[src/shared/cic_pkg.sv]
package cic_pkg;

	// Widths
	localparam int ADDR_W    = 12;
	localparam int DATA_W    = 8;
	localparam int PC_W      = 15;
	localparam int CTX_N     = 8;
	localparam int CTX_IDX_W = 3;

	// Register byte addresses, bank in the upper five bits
	localparam logic [ADDR_W-1:0] ADDR_CTRL        = 12'h00b;
	localparam logic [ADDR_W-1:0] ADDR_PERIPH_ENABLE_REG1        = 12'h091;
	localparam logic [ADDR_W-1:0] ADDR_EDGE        = 12'h095;
	localparam logic [ADDR_W-1:0] ADDR_SHADOW_BASE = 12'hfe8;

	// Control register fields, then the edge register select bit
	localparam int BIT_GIE  = 7;
	localparam int BIT_PERIPHERAL_IRQ_ENABLE = 6;
	localparam int BIT_T0IE = 5;
	localparam int BIT_EXTE = 4;
	localparam int BIT_PCE  = 3;
	localparam int BIT_T0IF = 2;
	localparam int BIT_EXTF = 1;
	localparam int BIT_PCF  = 0;
	localparam int BIT_EDGE_SEL = 0;

	// Reset values
	localparam logic [DATA_W-1:0] CTRL_RST = 8'h00;
	localparam logic [DATA_W-1:0] PERIPH_ENABLE_REG1_RST = 8'h00;
	localparam logic              EDGE_RST = 1'b0;
	localparam logic [DATA_W-1:0] ZERO_BYTE = 8'h00;

	// Saved status drops watchdog-expired and power-down bits
	localparam logic [DATA_W-1:0] STATUS_SAVE_MASK = 8'he7;
	localparam logic [PC_W-1:0]   VECTOR_ADDR      = 15'h0004;
	localparam logic [PC_W-1:0]   PC_RST           = 15'h0000;

	// Shadow entry order
	localparam int CTX_W      = 0;
	localparam int CTX_STATUS = 1;
	localparam int CTX_BSR    = 2;
	localparam int CTX_PC_HIGH_LATCH = 3;
	localparam int CTX_FSR0L  = 4;
	localparam int CTX_FSR0H  = 5;
	localparam int CTX_FSR1L  = 6;
	localparam int CTX_FSR1H  = 7;

	typedef logic [CTX_N-1:0][DATA_W-1:0] cic_ctx_type;

	typedef enum logic [1:0] {
		ST_RUN = 2'b01,
		ST_ISR = 2'b10
	} cic_state_type;

endpackage : cic_pkg

[src/shared/cic_ctx_if.sv]
`timescale 1ns/1ps
// Context save, restore and software access to the shadow file
interface cic_ctx_if;
	import cic_pkg::*;
	logic                 save;
	cic_ctx_type          live;
	logic                 wr;
	logic [CTX_IDX_W-1:0] wrIdx;
	logic [DATA_W-1:0]    wrData;
	cic_ctx_type          shadow;

	modport ctrl  (output save, live, wr, wrIdx, wrData, input shadow);
	modport store (input save, live, wr, wrIdx, wrData, output shadow);
endinterface : cic_ctx_if

[src/cic_shadow.sv]
`timescale 1ns/1ps
module cic_shadow
	import cic_pkg::*;
(
	input wire logic mclk,
	input wire logic rst_n,
	cic_ctx_if.store ctx
);

	typedef struct packed {
		cic_ctx_type regs;
	} cic_shadow_state_type;

	cic_shadow_state_type shadow_reg;
	cic_shadow_state_type shadow_next;

	// Save on entry beats a software write in the same cycle
	always_comb begin
		shadow_next = shadow_reg;
		for (int i = 0; i < CTX_N; i++) begin
			if (ctx.save) begin
				shadow_next.regs[i] = ctx.live[i];
			end else if (ctx.wr && (ctx.wrIdx == CTX_IDX_W'(i))) begin
				shadow_next.regs[i] = ctx.wrData;
			end
		end
		// Live TO/PD never travel through the shadow
		shadow_next.regs[CTX_STATUS] = shadow_next.regs[CTX_STATUS] & STATUS_SAVE_MASK;
	end

	// Shadow file
	always_ff @(posedge mclk) begin
		if (!rst_n) begin
			shadow_reg <= '0;
		end else begin
			shadow_reg <= shadow_next;
		end
	end

	assign ctx.shadow = shadow_reg.regs;

endmodule : cic_shadow

[src/cic_top.sv]
// Our own choices: the strobed register port and the address map.
`timescale 1ns/1ps
module cic_top
	import cic_pkg::*;
(
	input  wire logic              mclk,
	input  wire logic              rst_n,
	// Register port
	input  wire logic [ADDR_W-1:0] regAddr,
	input  wire logic [DATA_W-1:0] regWrData,
	input  wire logic              regWr,
	input  wire logic              regRd,
	output logic      [DATA_W-1:0] regRdData,
	// Event sources
	input  wire logic              extPin,
	input  wire logic              tmr0Ovf,
	input  wire logic [DATA_W-1:0] portChangeFlags,
	input  wire logic [DATA_W-1:0] periphFlags,
	// CPU sequencer
	input  wire logic [PC_W-1:0]   cpuPc,
	input  wire logic              return_from_irq,
	input  wire logic [DATA_W-1:0] liveW,
	input  wire logic [DATA_W-1:0] liveStatus,
	input  wire logic [DATA_W-1:0] liveBsr,
	input  wire logic [DATA_W-1:0] livePclath,
	input  wire logic [15:0]       liveFsr0,
	input  wire logic [15:0]       liveFsr1,
	output logic                   irqRequest,
	output logic                   inService,
	output logic                   flushPrefetch,
	output logic                   stackPush,
	output logic      [PC_W-1:0]   pushValue,
	output logic                   pcLoad,
	output logic      [PC_W-1:0]   pcLoadValue,
	output logic                   stackPop,
	output logic                   ctxRestore,
	output logic      [DATA_W-1:0] restoreW,
	output logic      [DATA_W-1:0] restoreStatus,
	output logic      [DATA_W-1:0] restoreBsr,
	output logic      [DATA_W-1:0] restorePclath,
	output logic      [15:0]       restoreFsr0,
	output logic      [15:0]       restoreFsr1
);

	typedef struct packed {
		cic_state_type     state;
		logic [DATA_W-1:0] ctrl;
		logic [DATA_W-1:0] periph_enable_reg1;
		logic              edgeSel;
		logic              sync1;
		logic              sync2;
		logic              pinPrev;
		logic              edgeSeen;
		logic              irqReq;
		logic              enter;
		logic              leave;
		logic [PC_W-1:0]   pushVal;
		logic [PC_W-1:0]   vecAddr;
		logic [DATA_W-1:0] rdData;
	} cic_top_state_type;

	cic_top_state_type top_reg;
	cic_top_state_type top_next;

	cic_ctx_if ctx ();

	logic wrCtrl;
	logic wrPie1;
	logic wrEdge;
	logic shadowHit;
	logic riseSeen;
	logic fallSeen;
	logic coreReq;
	logic periphReq;
	logic reqNow;

	// Address decode, one register per address
	assign wrCtrl    = regWr && (regAddr == ADDR_CTRL);
	assign wrPie1    = regWr && (regAddr == ADDR_PERIPH_ENABLE_REG1);
	assign wrEdge    = regWr && (regAddr == ADDR_EDGE);
	assign shadowHit = (regAddr[ADDR_W-1:CTX_IDX_W] == ADDR_SHADOW_BASE[ADDR_W-1:CTX_IDX_W]);

	// Edges are taken only from the second stage and its delayed copy
	assign riseSeen = top_reg.sync2 & ~top_reg.pinPrev;
	assign fallSeen = ~top_reg.sync2 & top_reg.pinPrev;

	// Each core flag gated by its own enable
	assign coreReq = (top_reg.ctrl[BIT_T0IE] & top_reg.ctrl[BIT_T0IF])
		| (top_reg.ctrl[BIT_EXTE] & top_reg.ctrl[BIT_EXTF])
		| (top_reg.ctrl[BIT_PCE] & top_reg.ctrl[BIT_PCF]);

	// Peripheral enables map bit for bit onto the peripheral flags
	assign periphReq = top_reg.ctrl[BIT_PERIPHERAL_IRQ_ENABLE] & (|(top_reg.periph_enable_reg1 & periphFlags));

	// Global enable gates both groups
	assign reqNow = top_reg.ctrl[BIT_GIE] & (coreReq | periphReq);

	// Context handed to the shadow file
	assign ctx.live[CTX_W]      = liveW;
	assign ctx.live[CTX_STATUS] = liveStatus;
	assign ctx.live[CTX_BSR]    = liveBsr;
	assign ctx.live[CTX_PC_HIGH_LATCH] = livePclath;
	assign ctx.live[CTX_FSR0L]  = liveFsr0[7:0];
	assign ctx.live[CTX_FSR0H]  = liveFsr0[15:8];
	assign ctx.live[CTX_FSR1L]  = liveFsr1[7:0];
	assign ctx.live[CTX_FSR1H]  = liveFsr1[15:8];

	// Save in the same edge that moves the sequencer into service
	assign ctx.save   = (top_reg.state == ST_RUN) && reqNow;
	assign ctx.wr     = regWr && shadowHit;
	assign ctx.wrIdx  = regAddr[CTX_IDX_W-1:0];
	assign ctx.wrData = regWrData;

	// Next state
	always_comb begin
		top_next = top_reg;

		// Two-stage synchroniser, then delayed copy for edge detect
		top_next.sync1   = extPin;
		top_next.sync2   = top_reg.sync1;
		top_next.pinPrev = top_reg.sync2;

		// Edge is registered, flag follows one cycle later
		top_next.edgeSeen = top_reg.edgeSel ? riseSeen : fallSeen;

		top_next.enter = 1'b0;
		top_next.leave = 1'b0;

		// Software writes; bit 0 of control is read-only
		if (wrCtrl) begin
			top_next.ctrl[DATA_W-1:1] = regWrData[DATA_W-1:1];
		end
		if (wrPie1) begin
			top_next.periph_enable_reg1 = regWrData;
		end
		if (wrEdge) begin
			top_next.edgeSel = regWrData[BIT_EDGE_SEL];
		end

		// Hardware sets come after the write so a set is never lost
		if (top_reg.edgeSeen) begin
			top_next.ctrl[BIT_EXTF] = 1'b1;
		end
		if (tmr0Ovf) begin
			top_next.ctrl[BIT_T0IF] = 1'b1;
		end

		// Mirror only; clears when software clears every port flag
		top_next.ctrl[BIT_PCF] = |portChangeFlags;

		// Sequencer; no nesting, so a request in service waits
		unique case (top_reg.state)
			ST_RUN: begin
				if (reqNow) begin
					top_next.state          = ST_ISR;
					top_next.enter          = 1'b1;
					top_next.ctrl[BIT_GIE]  = 1'b0;
					top_next.pushVal        = cpuPc;
					top_next.vecAddr        = VECTOR_ADDR;
				end
			end
			ST_ISR: begin
				if (return_from_irq) begin
					top_next.state         = ST_RUN;
					top_next.leave         = 1'b1;
					top_next.ctrl[BIT_GIE] = 1'b1;
				end
			end
			default: begin
				top_next.state = ST_RUN;
			end
		endcase

		top_next.irqReq = reqNow;

		// Read data stand one cycle after the strobe only
		top_next.rdData = ZERO_BYTE;
		if (regRd) begin
			if (regAddr == ADDR_CTRL) begin
				top_next.rdData = top_reg.ctrl;
			end else if (regAddr == ADDR_PERIPH_ENABLE_REG1) begin
				top_next.rdData = top_reg.periph_enable_reg1;
			end else if (regAddr == ADDR_EDGE) begin
				top_next.rdData = {7'h00, top_reg.edgeSel};
			end else if (shadowHit) begin
				top_next.rdData = ctx.shadow[regAddr[CTX_IDX_W-1:0]];
			end
		end
	end

	// State register; reset loads ST_RUN, everything else clears
	always_ff @(posedge mclk) begin
		if (!rst_n) begin
			top_reg.state    <= ST_RUN;
			top_reg.ctrl     <= CTRL_RST;
			top_reg.periph_enable_reg1     <= PERIPH_ENABLE_REG1_RST;
			top_reg.edgeSel  <= EDGE_RST;
			top_reg.sync1    <= 1'b0;
			top_reg.sync2    <= 1'b0;
			top_reg.pinPrev  <= 1'b0;
			top_reg.edgeSeen <= 1'b0;
			top_reg.irqReq   <= 1'b0;
			top_reg.enter    <= 1'b0;
			top_reg.leave    <= 1'b0;
			top_reg.pushVal  <= PC_RST;
			top_reg.vecAddr  <= PC_RST;
			top_reg.rdData   <= ZERO_BYTE;
		end else begin
			top_reg <= top_next;
		end
	end

	cic_shadow u_shadow (
		.mclk  (mclk),
		.rst_n (rst_n),
		.ctx   (ctx.store)
	);

	// Outputs straight from flops
	assign regRdData     = top_reg.rdData;
	assign irqRequest    = top_reg.irqReq;
	assign inService     = (top_reg.state == ST_ISR);
	assign flushPrefetch = top_reg.enter;
	assign stackPush     = top_reg.enter;
	assign pushValue     = top_reg.pushVal;
	assign pcLoad        = top_reg.enter;
	assign pcLoadValue   = top_reg.vecAddr;
	assign stackPop      = top_reg.leave;
	assign ctxRestore    = top_reg.leave;

	// Restore values are the shadow flops themselves
	assign restoreW      = ctx.shadow[CTX_W];
	assign restoreStatus = ctx.shadow[CTX_STATUS];
	assign restoreBsr    = ctx.shadow[CTX_BSR];
	assign restorePclath = ctx.shadow[CTX_PC_HIGH_LATCH];
	assign restoreFsr0   = {ctx.shadow[CTX_FSR0H], ctx.shadow[CTX_FSR0L]};
	assign restoreFsr1   = {ctx.shadow[CTX_FSR1H], ctx.shadow[CTX_FSR1L]};

endmodule : cic_top
[config.mk]
export PLATFORM = sky130hd
export DESIGN_NAME = cic_top
export DESIGN_NICKNAME = d
export VERILOG_FILES = /design/src/shared/cic_pkg.sv /design/src/shared/cic_ctx_if.sv /design/src/cic_shadow.sv /design/src/cic_top.sv
export SDC_FILE = /design/constraint.sdc
export NUM_CORES = 1
export LEC_CHECK = 0
export ABC_AREA = 1
export BUFFER_PORTS_ARGS = -buffer_cell sky130_fd_sc_hd__buf_2
export CORE_MARGIN = 1
export CORE_UTILIZATION = 40
export DETAILED_ROUTE_END_ITERATION = 8
export PLACE_DENSITY = 0.77
export SLEW_MARGIN = 20
export SYNTH_ARGS = -nofsm -noshare
export SYNTH_HDL_FRONTEND = slang
export SYNTH_SLANG_ARGS = --single-unit
[constraint.sdc]
create_clock -name mclk -period 1.7 [get_ports mclk]
set_input_delay 0.085 -clock mclk [delete_from_list [all_inputs] [get_ports mclk]]
set_output_delay 0.085 -clock mclk [all_outputs]
set_load 0.05 [all_outputs]
==> results.ini <==
[sta]
setup_viol_count_final=0
slew_violations=0
rsz0062_at_grt=true
fin_crit_sh_pct=98.1
period_minus_slack_ns=1.67
setup_tns_ns=0
skew_ns=0.00833
final_hold_viol_count=0
clock.fmax_mhz=600

[clock_tree]
cts_buffers=9
clk_pin_slew_ns=0.07
root_buffer=clkbuf_16
htreeDepth=3
clock_path_buffers=2
numClockSinks=112
clock_latency_ns=0.36
cts_tree=built

[routing]
wl_um=20800
top_layer=met4
wl_met2_um=9810
antenna_left=0
num_vias=6692
wire_per_inst_um=16.2
dr.pass1.iters=5
met3_length_um=1780
wl_met1_um=8520
viasPerCell=5.20
post-route-drc-count=0
drt-initial-drc-count=512

[floorplan]
fp.dieH_um=123
dieArea_sq_mm=0.0152
design.core.area_sq_mm=0.0141
fp-row-count=43
initial_core_util_pct=41.7
ios=231
die_w_um=123

[global_route]
antenna_found_initial=0
grt_pass1_vias=5687
grtUsageTotal_pct=25.5
grt_pass1_wl_um=29200
grt_max_degree=57
gr-total-overflow=0

[finish]
layout_commonest_cell=buf_2
drive_gt1_share_pct=31.4
largest_reg_flops=62
nets=1228
diodes=0
mostFrequentLayoutCells=buf_2 (212), nand2_1 (164), dfxtp_1 (106)
syn_to_final_growth_pct=32.7
seqCellArea_sq_mm=0.00225
fillCellCount=1343
multi_input_area_sq_mm=0.00291
fin_util_pct=55.3

[synth]
synth_seq_cells=112
syn_area_per_cell_sq_um=6.69
synthesis.area_sq_mm=0.00588
ys.flop_type=dfxtp_1
synth-edff-count=0
ys_seq_area_share_pct=38.2
synthArstFlopShare_pct=0
synth_cell_type_count=35
yosys_warnings=0
synthCells=878

[power_and_ir_drop]
p_per_area_mw_per_mm2=685
irDropWorstVdd_v=0.000441
p_leak_nw=4.17

[critical_path]
crit_type=flop to flop
start_kind=flop
worstPathArrival_ns=1.96
crit_chain=nand2_1, nand2_1, nor2_1, nand2_1, nand2_2, nand2_4, nand2_4, nor2_4, buf_12, clkbuf_16, nand2_4, nand3_2, inv_2, nor2_1
max_stage_delay_ns=0.33
worstPathRequired_ns=1.99
critPathTopFamily=simple AND/OR/NAND/NOR gates
crit_slowest_cell=dfxtp_1
end_kind=flop
crit_buf_inv=3
crit_fanout=7

[placement]
place_congestion=0.938
port-buffer-count=212
dp_hpwl_um=14500

[flow_run]
drv_cap=0

[run_status]
status=completed

[hold_path]
hp-class=input port to flop

==> routing by layer <==
layer  track usage [%]  vias to the layer above
met5                 0                        -
met4              8.58                        0
met3              4.57                       44
met2              41.7                      352
met1              33.8                     3084
li1                  -                     3212
==> repair_timing <==
action                     4_1_cts  5_1_grt
hold buffers                    17        0
resized for setup                0       56
hold endpoints to repair        18        0
buffers inserted                 0        3
setup endpoints to repair        0       74
==> power by group <==
part | internal (mW) | switching (mW)
Clock | 1.13 | 1.01
Combinational | 0.211 | 0.356
Sequential | 2.63 | 0.00382
Total | 3.97 | 1.37
==> layout make-up <==
class	instances	area share, %
clock buffers	9	2.89
clock inverters	5	0.754
inverters	110	5.30
multi-input cells	591	37.3
flip-flops and latches	112	28.9
well taps	180	2.89
repair buffers	280	22.0
==> worst register-to-register path, delay by kind of cell (launching register included) <==
kind	cells	cell delay [ns]
and+or+nand+nor	11	0.88
buffers and inverters	3	0.39
DFF	1	0.33
==> metrics by stage <==
| step | hold WS [ns] | power (mW) | instances | setup WS (ns) | cell area, sq um |
|---|---|---|---|---|---|
| after floorplan | 0.183 | 2.97 | 893 | 0.105 | 5930 |
| after global placement | 0.271 | 3.20 | 1246 | 0.0668 | 7020 |
| after detailed placement | 0.269 | 3.21 | 1246 | 0.0423 | 7020 |
| after CTS | 0.0194 | 5.33 | 1277 | 0.0274 | 7470 |
| after global routing | 0.0304 | 5.51 | 1287 | -0.0861 | 7800 |
| final | 0.0151 | 5.34 | 1287 | 0.0330 | 7800 |
==> final timing paths <==
kind / endpoint / depth (start not counted) / startpoint / slack, ns
worst max register to register: u_shadow.ctx.shadow[58]$_SDFFE_PN0P_ / 14 / top_reg[46]$_SDFFE_PN0P_ / 0.03
worst min-delay path: top_reg[56]$_SDFFE_PN0P_ / 5 / tmr0Ovf / 0.02
worst max-delay path: u_shadow.ctx.shadow[58]$_SDFFE_PN0P_ / 14 / top_reg[46]$_SDFFE_PN0P_ / 0.03
worst min register to register: top_next[42]$_SDFF_PN0_ / 2 / top_next[43]$_SDFF_PN0_ / 0.43
==> synthesized netlist by cell type, types with 4 or more instances <==
| cell | instances | area, sq um |
|---|---|---|
| a21oi_1 | 37 | 185 |
| nand2_1 | 181 | 679 |
| nand4_1 | 11 | 68.8 |
| clkbuf_1 | 14 | 52.6 |
| o221ai_1 | 4 | 35.0 |
| o22ai_1 | 7 | 43.8 |
| nor3_1 | 7 | 35.0 |
| or2_2 | 14 | 87.6 |
| buf_2 | 13 | 65.1 |
| dfxtp_1 | 112 | 2240 |
| nand3_1 | 92 | 460 |
| buf_4 | 48 | 360 |
| o21ai_0 | 91 | 455 |
| inv_1 | 107 | 402 |
| nor2_1 | 100 | 375 |
| buf_6 | 6 | 67.6 |
==> logic make-up (layout without fill, tap and decap cells) <==
family          count (synthesis)  count (layout)  share of synthesized area (%)
simple gates                  419             421                           31.2
flops                         112             112                           38.2
fa+ha+maj                       2               2                          0.426
compound gates                152             152                           13.8
buf+inv                       192             404                           16.4
other cells                     1              16                         0.0638
Power figures use the tool's default switching activity.
